### config.mk
export PLATFORM = sky130hd
export DESIGN_NAME = call_progress_pwm_control
export DESIGN_NICKNAME = d
export VERILOG_FILES = /design/src/call_progress_pkg.sv /design/src/sample_fifo.sv /design/src/call_progress_pwm_control.sv
export VERILOG_INCLUDE_DIRS = /design/src
export SDC_FILE = /design/constraint.sdc
export NUM_CORES = 1
export LEC_CHECK = 0
export BUFFER_PORTS_ARGS = -buffer_cell sky130_fd_sc_hd__buf_2
export CAP_MARGIN = 20
export CORE_ASPECT_RATIO = 1.2
export CORE_MARGIN = 4
export CORE_UTILIZATION = 55
export DETAILED_ROUTE_END_ITERATION = 16
export GPL_ROUTABILITY_DRIVEN = 0
export GPL_TIMING_DRIVEN = 0
export PLACE_DENSITY = 0.74
export SYNTH_ARGS = -nofsm -noshare
export SYNTH_HDL_FRONTEND = slang
export SYNTH_SLANG_ARGS = --single-unit
### constraint.sdc
create_clock -name clk_sys -period 3.45 [get_ports clk_sys]
set_clock_uncertainty 0.2 [all_clocks]
set_input_delay 0.69 -clock clk_sys [delete_from_list [all_inputs] [get_ports clk_sys]]
set_output_delay 0.69 -clock clk_sys [all_outputs]
set_load 0.03 [all_outputs]
### src/call_progress_consts.svh
`ifndef CALL_PROGRESS_CONSTS_SVH
`define CALL_PROGRESS_CONSTS_SVH

// ----------------------------------------------------------------
// Register map
// ----------------------------------------------------------------
`define CTRL_ONE_OFFSET 8'h01
`define CTRL_ONE_RESET 8'h00
`define CTRL_ONE_WMASK 8'hba
`define SELF_RESET_BIT 7
`define FMT_MSB 5
`define FMT_LSB 4
`define PULSE_ENABLE_BIT 3
`define LOOP_BIT 1

// ----------------------------------------------------------------
// Timing
// ----------------------------------------------------------------
`define CLK_KHZ 250000
`define DS_KHZ 16384
`define SAMPLE_KHZ 16
`define RTZ_KHZ 32
// Bit-clock ticks per monitor period, derived from the rates
`define SAMPLE_TICKS (`DS_KHZ / `SAMPLE_KHZ)
`define RTZ_TICKS (`DS_KHZ / `RTZ_KHZ)

`endif

### src/call_progress_pkg.sv
package call_progress_pkg;

    typedef enum logic [1:0] {
        fmt_delta_sigma = 2'h0,
        fmt_balanced = 2'h1,
        fmt_return_zero = 2'h2,
        fmt_reserved = 2'h3
    } monitor_format_t;

endpackage

### src/sample_fifo.sv
`timescale 1ns/1ns

module sample_fifo #(
    parameter int WIDTH = 16,
    parameter int DEPTH = 4
) (
    input wire logic clk_sys,
    input wire logic rst_n,
    input wire logic in_valid,
    output logic in_ready,
    input wire logic [WIDTH-1:0] in_data,
    output logic out_valid,
    input wire logic out_ready,
    output logic [WIDTH-1:0] out_data
);
    localparam int AW = $clog2(DEPTH);

    logic [WIDTH-1:0] mem [DEPTH];
    logic [AW-1:0] wr_ptr_reg;
    logic [AW-1:0] rd_ptr_reg;
    logic [AW:0] count_reg;
    logic [AW:0] count_next;
    logic not_full_reg;
    logic push;
    logic pop;

    // Ready comes from a flop so the top's ready output has no logic
    assign in_ready = not_full_reg;
    assign count_next = count_reg + (AW+1)'(push) - (AW+1)'(pop);
    assign out_valid = (count_reg != '0);
    assign out_data = mem[rd_ptr_reg];
    assign push = in_valid && in_ready;
    assign pop = out_valid && out_ready;

    always_ff @(posedge clk_sys) begin
        if (push) begin
            mem[wr_ptr_reg] <= in_data;
        end
    end

    always_ff @(posedge clk_sys or negedge rst_n) begin
        if (!rst_n) begin
            wr_ptr_reg <= '0;
            rd_ptr_reg <= '0;
            count_reg <= '0;
            not_full_reg <= 1'b1;
        end else begin
            if (push) begin
                wr_ptr_reg <= (wr_ptr_reg == AW'(DEPTH-1)) ? '0
                              : wr_ptr_reg + 1'b1;
            end
            if (pop) begin
                rd_ptr_reg <= (rd_ptr_reg == AW'(DEPTH-1)) ? '0
                              : rd_ptr_reg + 1'b1;
            end
            count_reg <= count_next;
            not_full_reg <= (count_next != (AW+1)'(DEPTH));
        end
    end

endmodule // sample_fifo

### src/call_progress_pwm_control.sv
// Functional notes
// - Writing one to bit 7 returns every register to its reset value.
// - The reset bit clears itself; later reads return zero.
// - With reset bit zero, writes store normally and nothing is disturbed.
// - Bits 5:4 pick the monitor waveform; code 11 is reserved.
// - Code 00 gives a 16.384 MHz delta-sigma stream tracking the sum.
// - Code 01 gives balanced PWM centred on the 16 kHz sample clock.
// - Code 10 falls every 32 kHz period, rises at amplitude-scaled time.
// - With bit 3 clear no PWM data leaves on the monitor output.
// - With bit 3 set, transmit plus receive is driven as CMOS PWM.
// - Bit 1 enables digital loopback across the isolation barrier.
// - Looped data passes through both transmit and receive filters; the monitor takes tx_filtered_sample as receive data instead.
// - Monitor drives the shared pin only while interrupt select is zero.
`include "call_progress_consts.svh"
`timescale 1ns/1ns

module call_progress_pwm_control
    import call_progress_pkg::*;
#(
    parameter int SAMPLE_W = 16,
    parameter int FIFO_DEPTH = 4
) (
    input wire logic clk_sys,
    input wire logic rst_n,
    input wire logic reg_wr_en,
    input wire logic reg_rd_en,
    input wire logic [7:0] reg_addr,
    input wire logic [7:0] reg_wdata,
    output logic [7:0] reg_rdata,
    output logic reg_rd_valid,
    output logic soft_reset_pulse,
    output logic barrier_loopback_enable,
    input wire logic audio_valid,
    output logic audio_ready,
    input wire logic [SAMPLE_W-1:0] tx_filtered_sample,
    input wire logic [SAMPLE_W-1:0] rx_filtered_sample,
    input wire logic irq_pin_select,
    output logic monitor_or_irq_pin_o,
    output logic monitor_or_irq_pin_oe
);

    // ------------------------------------------------------------
    // Control register
    // ------------------------------------------------------------
    logic [7:0] ctrl_reg;
    logic ctrl_hit;
    logic reset_write;

    assign ctrl_hit = (reg_addr == `CTRL_ONE_OFFSET);
    assign reset_write = reg_wr_en && ctrl_hit
                         && reg_wdata[`SELF_RESET_BIT];

    // Reset bit never stays stored, so it always reads back as zero
    always_ff @(posedge clk_sys or negedge rst_n) begin
        if (!rst_n) begin
            ctrl_reg <= `CTRL_ONE_RESET;
        end else if (reset_write) begin
            ctrl_reg <= `CTRL_ONE_RESET;
        end else if (reg_wr_en && ctrl_hit) begin
            ctrl_reg <= reg_wdata & `CTRL_ONE_WMASK & 8'h7f;
        end
    end

    // Pulse tells the rest of the register set to reload its defaults
    always_ff @(posedge clk_sys or negedge rst_n) begin
        if (!rst_n) begin
            soft_reset_pulse <= 1'b0;
        end else begin
            soft_reset_pulse <= reset_write;
        end
    end

    always_ff @(posedge clk_sys or negedge rst_n) begin
        if (!rst_n) begin
            reg_rdata <= 8'h00;
            reg_rd_valid <= 1'b0;
        end else begin
            reg_rd_valid <= reg_rd_en;
            if (reg_rd_en) begin
                reg_rdata <= ctrl_hit ? ctrl_reg : 8'h00;
            end
        end
    end

    monitor_format_t fmt;
    logic pwm_enable;
    assign fmt = monitor_format_t'(ctrl_reg[`FMT_MSB:`FMT_LSB]);
    assign pwm_enable = ctrl_reg[`PULSE_ENABLE_BIT];

    // The datapath elsewhere routes line-side transmit back as receive
    always_ff @(posedge clk_sys or negedge rst_n) begin
        if (!rst_n) begin
            barrier_loopback_enable <= 1'b0;
        end else begin
            barrier_loopback_enable <= ctrl_reg[`LOOP_BIT];
        end
    end

    // ------------------------------------------------------------
    // Bit clock
    // ------------------------------------------------------------
    // Fractional divider; the 16.384 MHz tick jitters by one system
    // clock, which the external filter does not see.
    logic [17:0] phase_reg;
    logic bit_tick_reg;
    logic [9:0] pos_reg;
    logic [18:0] phase_sum;

    assign phase_sum = {1'b0, phase_reg} + 19'(`DS_KHZ);

    always_ff @(posedge clk_sys or negedge rst_n) begin
        if (!rst_n) begin
            phase_reg <= '0;
            bit_tick_reg <= 1'b0;
        end else if (phase_sum >= 19'(`CLK_KHZ)) begin
            phase_reg <= 18'(phase_sum - 19'(`CLK_KHZ));
            bit_tick_reg <= 1'b1;
        end else begin
            phase_reg <= phase_sum[17:0];
            bit_tick_reg <= 1'b0;
        end
    end

    // Position inside the 16 kHz sample period, in bit-clock ticks
    always_ff @(posedge clk_sys or negedge rst_n) begin
        if (!rst_n) begin
            pos_reg <= '0;
        end else if (bit_tick_reg) begin
            pos_reg <= (pos_reg == 10'(`SAMPLE_TICKS - 1)) ? '0
                       : pos_reg + 10'h001;
        end
    end

    // ------------------------------------------------------------
    // Sample path
    // ------------------------------------------------------------
    logic [SAMPLE_W:0] sum_wide;
    logic [SAMPLE_W-1:0] sum_sat;
    logic [SAMPLE_W-1:0] rx_eff;
    logic fifo_out_valid;
    logic fifo_pop;
    logic [SAMPLE_W-1:0] fifo_out_data;
    logic [SAMPLE_W-1:0] level_reg;

    // In loopback the receive path carries the filtered transmit data
    assign rx_eff = ctrl_reg[`LOOP_BIT] ? tx_filtered_sample
                    : rx_filtered_sample;
    assign sum_wide = {tx_filtered_sample[SAMPLE_W-1], tx_filtered_sample}
                    + {rx_eff[SAMPLE_W-1], rx_eff};

    // Saturate the signed sum, then offset to unsigned level
    always_comb begin
        if (sum_wide[SAMPLE_W] != sum_wide[SAMPLE_W-1]) begin
            sum_sat = {sum_wide[SAMPLE_W],
                       {(SAMPLE_W-1){~sum_wide[SAMPLE_W]}}};
        end else begin
            sum_sat = sum_wide[SAMPLE_W-1:0];
        end
        sum_sat[SAMPLE_W-1] = ~sum_sat[SAMPLE_W-1];
    end

    // One sample is taken per sample period, so the FIFO back-pressures
    assign fifo_pop = bit_tick_reg && (pos_reg == 10'(`SAMPLE_TICKS - 1));

    sample_fifo #(
        .WIDTH(SAMPLE_W),
        .DEPTH(FIFO_DEPTH)
    ) u_fifo (
        .clk_sys(clk_sys),
        .rst_n(rst_n),
        .in_valid(audio_valid),
        .in_ready(audio_ready),
        .in_data(sum_sat),
        .out_valid(fifo_out_valid),
        .out_ready(fifo_pop),
        .out_data(fifo_out_data)
    );

    // Underrun holds the previous level rather than jumping to zero
    always_ff @(posedge clk_sys or negedge rst_n) begin
        if (!rst_n) begin
            level_reg <= {1'b1, {(SAMPLE_W-1){1'b0}}};
        end else if (fifo_pop && fifo_out_valid) begin
            level_reg <= fifo_out_data;
        end
    end

    // ------------------------------------------------------------
    // Waveform generators
    // ------------------------------------------------------------
    logic [SAMPLE_W:0] ds_sum;
    logic [SAMPLE_W-1:0] ds_acc_reg;
    logic ds_bit_reg;
    logic [9:0] half_w;
    logic bal_bit;
    logic [8:0] rtz_pos;
    logic [8:0] rise_at;
    logic rtz_bit;
    logic wave_bit;

    assign ds_sum = {1'b0, ds_acc_reg} + {1'b0, level_reg};

    // First-order modulator: carry density equals level density
    always_ff @(posedge clk_sys or negedge rst_n) begin
        if (!rst_n) begin
            ds_acc_reg <= '0;
            ds_bit_reg <= 1'b0;
        end else if (bit_tick_reg) begin
            ds_acc_reg <= ds_sum[SAMPLE_W-1:0];
            ds_bit_reg <= ds_sum[SAMPLE_W];
        end
    end

    // High half-width around mid-period keeps both portions centred
    assign half_w = {1'b0, level_reg[SAMPLE_W-1 -: 9]};
    assign bal_bit = (pos_reg >= 10'(`SAMPLE_TICKS / 2) - half_w)
                  && (pos_reg < 10'(`SAMPLE_TICKS / 2) + half_w);

    assign rtz_pos = pos_reg[8:0];
    assign rise_at = level_reg[SAMPLE_W-1 -: 9];
    assign rtz_bit = (rtz_pos != 9'h000) && (rtz_pos >= rise_at);

    always_comb begin
        unique case (fmt)
            fmt_delta_sigma: wave_bit = ds_bit_reg;
            fmt_balanced: wave_bit = bal_bit;
            fmt_return_zero: wave_bit = rtz_bit;
            default: wave_bit = 1'b0;
        endcase
    end

    // ------------------------------------------------------------
    // Shared pin
    // ------------------------------------------------------------
    always_ff @(posedge clk_sys or negedge rst_n) begin
        if (!rst_n) begin
            monitor_or_irq_pin_o <= 1'b0;
            monitor_or_irq_pin_oe <= 1'b0;
        end else begin
            monitor_or_irq_pin_o <= pwm_enable && wave_bit;
            monitor_or_irq_pin_oe <= !irq_pin_select;
        end
    end

endmodule // call_progress_pwm_control

==> results of run 1 <==
==> per-layer routing <==
| layer | GRT usage | share of wire | vias to the layer above |
|---|---|---|---|
| li1 | - | - | 2891 |
| met1 | 0.239 | 0.41 | 2868 |
| met2 | 0.380 | 0.53 | 127 |
| met3 | 0.0428 | 0.040 | 31 |
| met4 | 0.0853 | 0.025 | 0 |
| met5 | 0 | 0 | - |
==> cell families after synthesis <==
kind of cell	share of synthesized area
AO/OA/AOI/OAI	0.128
XOR/XNOR	0.0501
adder cells (fa/ha/maj)	0.123
buffers and inverters	0.0350
flip-flops	0.466
multiplexers	0.0894
other	0.000448
AND/OR/NAND/NOR	0.108
==> power by group through the flow <==
stage | Clock (uW) | Sequential, uW | Combinational [uW]
after floorplan | 0 | 2130 | 472
final | 1800 | 2110 | 713
after global placement | 0 | 2130 | 633
after detailed placement | 0 | 2140 | 668
after CTS | 1830 | 2110 | 697
after global routing | 1910 | 2130 | 797
==> placed cells by master (no fill, tap or decap), types with 5 or more instances in the layout <==
master,count
dfrtp_1,75
edfxtp_1,64
buf_2,61
nand2_1,58
ha_1,57
inv_1,44
a21oi_1,38
o21ai_0,36
xnor2_1,33
mux2_2,30
nor2_1,29
buf_4,21
nor3_1,18
a21o_1,18
clkbuf_16,18
mux4_2,16
nand3_1,15
xor2_1,13
maj3_2,12
nand2b_1,9
o21a_1,9
and3_1,8
nand3b_1,7
nand4_1,6
a31oi_1,6
clkbuf_1,6
ha_2,6
mux2i_1,5
inv_8,5
==> through the flow <==
step	cell area [um2]	hold WS, ns	util	setup WS, ns
after floorplan	8380	0.153	-	0.0375
final	9780	0.00904	0.654	0.0636
after CTS	9680	0.0107	0.647	0.00275
after global placement	8940	0.268	0.598	-0.458
after detailed placement	8970	0.284	0.600	-0.552
after global routing	9780	0.0344	0.654	-0.0488
==> worst paths after layout <==
path                               endpoint           from  depth (start not counted)  slack (ns)
max                        u_fifo.mem[3][1]    ctrl_reg[1]                         10        0.06
min                           phase_reg[14]          rst_n                          1       0.009
max reg2reg                u_fifo.mem[3][1]    ctrl_reg[1]                         10        0.06
min reg2reg                   ds_acc_reg[4]  ds_acc_reg[4]                          1        0.30
max in group asynchronous     level_reg[15]          rst_n                          2        2.40
min in group clk_sys           reg_rd_valid      reg_rd_en                          1        0.20
==> synth_stat cells (all sizes together), types with 3 or more instances <==
| master | count | area, um2 |
|---|---|---|
| nor2b | 4 | 25.0 |
| mux2 | 30 | 338 |
| a31oi | 7 | 43.8 |
| a2111o | 4 | 45.0 |
| o211ai | 3 | 22.5 |
| mux4 | 16 | 360 |
| clkbuf | 13 | 50.0 |
| a21o | 18 | 135 |
| ha | 64 | 801 |
| nand3 | 15 | 75.1 |
| dfrtp | 77 | 1930 |
| nor4 | 5 | 37.5 |
| nand4 | 6 | 37.5 |
| nand2 | 58 | 218 |
| buf | 12 | 73.8 |
| or3 | 4 | 25.0 |
| o21ai | 42 | 218 |
| a21boi | 3 | 22.5 |
| o31ai | 3 | 22.5 |
| mux2i | 5 | 50.1 |
| maj3 | 15 | 165 |
| inv | 45 | 169 |
| xnor2 | 34 | 305 |
| o22ai | 5 | 31.3 |
| a211oi | 3 | 32.5 |
| nand2b | 9 | 56.3 |
| a21oi | 39 | 195 |
| fa | 3 | 60.1 |
| nor3 | 18 | 90.1 |
| nor2 | 30 | 113 |
| nand3b | 7 | 52.6 |
| o21a | 9 | 67.6 |
| and3 | 9 | 56.3 |
| edfxtp | 64 | 1920 |
| xor2 | 13 | 114 |
| and2 | 3 | 18.8 |
==> cell type report <==
type	count	area [um2]	area share
plain buffers	19	123	0.0125
clock buffers	17	425	0.0435
clock inverters	15	170	0.0174
inverters	45	169	0.0173
multi-input cells	522	4270	0.436
flip-flops and latches	143	3900	0.399
well taps	204	255	0.0261
repair buffers	77	468	0.0479
==> timing repair <==
action / in CTS / in global routing
gates resized for setup: 19 / 12
endpoints found under the setup margin: 67 / 58
pin swaps: 5 / 11
hold buffers: 0 / 0
cloned: 0 / 1
buffers inserted: 7 / 8
==> metrics.md, run 1 <==
| Metric | Value |
|---|---|
| DRC | `0` |
| Setup TNS | `0 ns` |
| Combinational share of power | `0.154` |
| Max clock buf depth | `2` |
| RSZ-0062 raised after global routing | `true` |
| Largest register FFs | `64` |
| Critical path arrival | `3.34 ns` |
| First-pass GRT wire length | `29100 um` |
| Static Leak | `0.00417 uW` |
| Max Slew Vio Count | `0` |
| CP cell instances | `buf_4 -> mux2_2 -> fa_2 -> a21o_1 -> a221oi_4 -> a211oi_2 -> o21ai_2 -> a22oi_4 -> clkbuf_16 -> maj3_2` |
| Worst-path clk slew | `0.06 ns` |
| Via density | `5.68` |
| Congestion Overflow GR | `0` |
| Worst path max stage delay | `0.48 ns` |
| Syn-to-layout area delta | `16.8%` |
| Sequential area share after synthesis | `0.466` |
| Crit. End Element | `flip-flop` |
| Worst slew pin tran | `0.841 ns` |
| Cell family with most CP delay | `compound AO/OA/AOI/OAI gates` |
| PwrDens | `473 nW/um2` |
| Die area | `17300 um2` |
| DR WL/cell | `16.6 um` |
| FILL cells | `1128` |
| Boundary Pins | `68` |
| Sink Count | `143` |
| Netlist cell types | `78` |
| Chip width | `121 um` |
| Synth Cell Area | `8370 um2` |
| Fin crit share | `0.982` |
| Hpwl dp | `12700 um` |
| Initial core utilization | `0.560` |
| Antenna viol nets, final | `0` |
| NetSw | `1240 uW` |
| Required time worst endpoint | `3.40 ns` |
| Drt total wl | `17300 um` |
| Nets | `946` |
| Slowest stage cell, crit path | `dfrtp_2` |
| Antenna violations before repair | `0` |
| # port buffers | `60` |
| Fin crit period | `3.39 ns` |
| Power Internal | `3390 uW` |
| Post-synth ARST share | `0.552` |
| Synthesis-stage register bit count | `143` |
| Placeable Area | `15000 um2` |
| Row cnt | `49` |
| Post-synth EDFFs | `64` |
| Seq pwr share | `0.456` |
| Initial DRC Count | `280` |
| Switching share of power | `0.269` |
| Layout cell share with drive strength beyond 1 | `0.248` |
| Max-cap violations | `0` |
| Antenna cells | `0` |
| Kind of critical path | `reg -> reg` |
| Synth Flop Type | `dfrtp_1` |
| CTS tree | `built` |
| Synth warn | `0` |
| Clock power share | `0.390` |
| Crit start category | `flip-flop` |
| Non-filler instance count after layout | `1042` |
| Slew headroom | `0.440` |
| Die H | `143 um` |
| Vias in the first global route | `6257` |
| Post-Synthesis Mean Instance Area | `11.4 um2` |
| Final Power | `4630 uW` |
| # H-tree levels | `4` |
| HP Class | `in -> async` |
| Status | `completed` |
| Num CTS Buffers | `17` |
| Clock root cell | `clkbuf_16` |
| Tot GR Track Use | `0.209` |
| Cells after DPL | `1000` |
| Worst path bufs/invs | `2` |
| Max IR drop VDD | `0.357 mV` |
| Post-Syn Instances | `732` |
| Total number of vias | `5917` |
| Drt first pass iters | `5` |
| Maximum clock rate | `295 MHz` |
| Clk_lat worst skew | `0.42 ns` |
| Max FO, Critical Path | `8` |
| Final hold viol count | `0` |
| Final setup fails | `0` |
| Pin count of the biggest net entering global routing | `49` |
(Power assumes the default switching activity.)
==> inputs of run 2 (changes only) <==
--- a/config.mk
+++ b/config.mk
@@ -15,6 +15,7 @@
 export GPL_ROUTABILITY_DRIVEN = 0
 export GPL_TIMING_DRIVEN = 0
 export PLACE_DENSITY = 0.74
+export SETUP_SLACK_MARGIN = 0.1
 export SYNTH_ARGS = -nofsm -noshare
 export SYNTH_HDL_FRONTEND = slang
 export SYNTH_SLANG_ARGS = --single-unit
==> run 2 against run 1 <==
Via count is 1.4% higher. Count of clock-buffer cells in the layout stayed put. Cell area is 0.83% higher. Utilization is 0.54 points higher. Wire length is 4.2% higher. First-iteration DRC count is 20% higher. Sequential power hardly changed. Maximum frequency is 2.1% higher. Critical endpoint is now u_fifo.mem[1][0].
==> metrics.md, run 2 (synthesis results as in run 1) <==
| Metric | Value |
|---|---|
| Dpl ws | `-0.402 ns` |
| DRC | `0` |
| Antenna cells | `0` |
| Initial DRC Count | `335` |
| CTS tree | `built` |
| Placeable Area | `15000 um2` |
| DR WL/cell | `17.2 um` |
| Layout cell share with drive strength beyond 1 | `0.254` |
| # port buffers | `60` |
| Die H | `143 um` |
| Via density | `5.74` |
| Largest register FFs | `64` |
| Combinational share of power | `0.168` |
| Seq pwr share | `0.451` |
| Num CTS Buffers | `17` |
| Syn-to-layout area delta | `17.8%` |
| Max-cap violations | `0` |
| Congestion Overflow GR | `0` |
| Highest-count cells in the layout ignoring fill and taps | `dfrtp_1 (74), edfxtp_1 (64), buf_2 (62)` |
| Hpwl dp | `12900 um` |
| Drt first pass iters | `4` |
| Fin crit period | `3.32 ns` |
| Multi-input logic area | `4340 um2` |
| Final setup fails | `0` |
| Boundary Pins | `68` |
| Max FO, Critical Path | `8` |
| Sink Count | `143` |
| Clock power share | `0.381` |
| FILL cells | `1133` |
| RSZ-0062 raised after global routing | `true` |
| Status | `completed` |
| Tot GR Track Use | `0.210` |
| Fin crit share | `0.961` |
| Row cnt | `49` |
| Nets | `950` |
| Clock root cell | `clkbuf_16` |
| Maximum clock rate | `302 MHz` |
| Worst setup slack after layout | `0.133 ns` |
| Switching share of power | `0.274` |
| Total number of vias | `6002` |
| Initial core utilization | `0.560` |
| Drt total wl | `18000 um` |
| Crit. End Element | `flip-flop` |
| Antenna viol nets, final | `0` |
| Final hold viol count | `0` |
| First-pass GRT wire length | `28600 um` |
| Commonest non-fill, non-tap cell in the layout | `dfrtp_1` |
| Antenna violations before repair | `0` |
| Power Internal | `3400 uW` |
| Max IR drop VDD | `0.356 mV` |
| NetSw | `1280 uW` |
| Slew headroom | `0.422` |
| Pin count of the biggest net entering global routing | `47` |
| PwrDens | `475 nW/um2` |
| Static Leak | `0.00417 uW` |
| Worst-path clk slew | `0.07 ns` |
| Chip width | `121 um` |
| Die area | `17300 um2` |
| Max clock buf depth | `2` |
| Clk_lat worst skew | `0.42 ns` |
| Hold Buf Count CTS | `0` |
| Crit start category | `flip-flop` |
| Vias in the first global route | `6025` |
| Max Slew Vio Count | `0` |
| # H-tree levels | `4` |
| Setup TNS | `0 ns` |
| Sequential cell area | `3910 um2` |
| Critical path arrival | `3.27 ns` |
| Required time worst endpoint | `3.40 ns` |
| HP Class | `in -> async` |
| Worst slew pin tran | `0.867 ns` |
| Kind of critical path | `reg -> reg` |
[run 2: power by group through the flow]
stage | Combinational, uW | Clock (uW) | Sequential, uW
5_1_grt | 868 | 1880 | 2130
2_1_floorplan | 475 | 0 | 2130
6_report | 786 | 1780 | 2110
3_5_place_dp | 701 | 0 | 2140
3_3_place_gp | 663 | 0 | 2130
4_1_cts | 761 | 1810 | 2110
[run 2: layout make-up]
class,instances,share of cell area
flip-flops and latches,143,0.396
plain buffers,22,0.0154
inverters,45,0.0171
well taps,204,0.0259
clock inverters,15,0.0151
repair buffers,78,0.0472
multi-input cells,522,0.440
clock buffers,17,0.0431
[run 2: path summary, 6_finish.rpt]
check	start	endpoint	slack, ns	cells past startpoint
hold / removal	rst_n	u_fifo.wr_ptr_reg[1]	0.02	1
setup / recovery	ctrl_reg[1]	u_fifo.mem[1][0]	0.13	11
setup reg to reg	ctrl_reg[1]	u_fifo.mem[1][0]	0.13	11
hold reg to reg	ctrl_reg[1]	barrier_loopback_enable	0.24	0
min in group clk_sys	reg_rd_en	reg_rd_valid	0.19	1
max in group asynchronous	rst_n	pos_reg[1]	2.43	2
[run 2: critical path: stages (launching register included)]
cell and delay (ns):
dfrtp_1 0.41, buf_8 0.15, buf_4 0.14, mux2_4 0.31, fa_2 0.37, a21o_1 0.21
a221oi_4 0.28, a211oi_2 0.15, o21ai_2 0.18, a22oi_4 0.13, buf_6 0.17, maj3_2 0.35
[run 2: metrics by stage]
stage	instance area [um2]	util	hold WS, ns	std cells	power (uW)
6_report	9860	0.659	0.0180	1046	4680
5_1_grt	9860	0.659	0.0383	1046	4880
4_1_cts	9730	0.650	0.0195	1043	4680
3_5_place_dp	8980	0.601	0.190	1000	2840
3_3_place_gp	8950	0.599	0.192	999	2790
2_1_floorplan	8400	-	0.153	735	2600
[run 2: metal layers]
layer / up-vias / share of wire / global-route usage
met5: - / 0 / 0
li1: 2894 / - / -
met1: 2947 / 0.40 / 0.235
met3: 30 / 0.030 / 0.0392
met2: 131 / 0.54 / 0.391
met4: 0 / 0.028 / 0.0901
[run 2: repair_timing]
action                                  CTS  global route
endpoints found under the hold margin     0             0
pin swaps                                 8            16
endpoints found under the setup margin   63            64
setup buffers                            11             5
cloned                                    1             0
resized for setup                        25            23
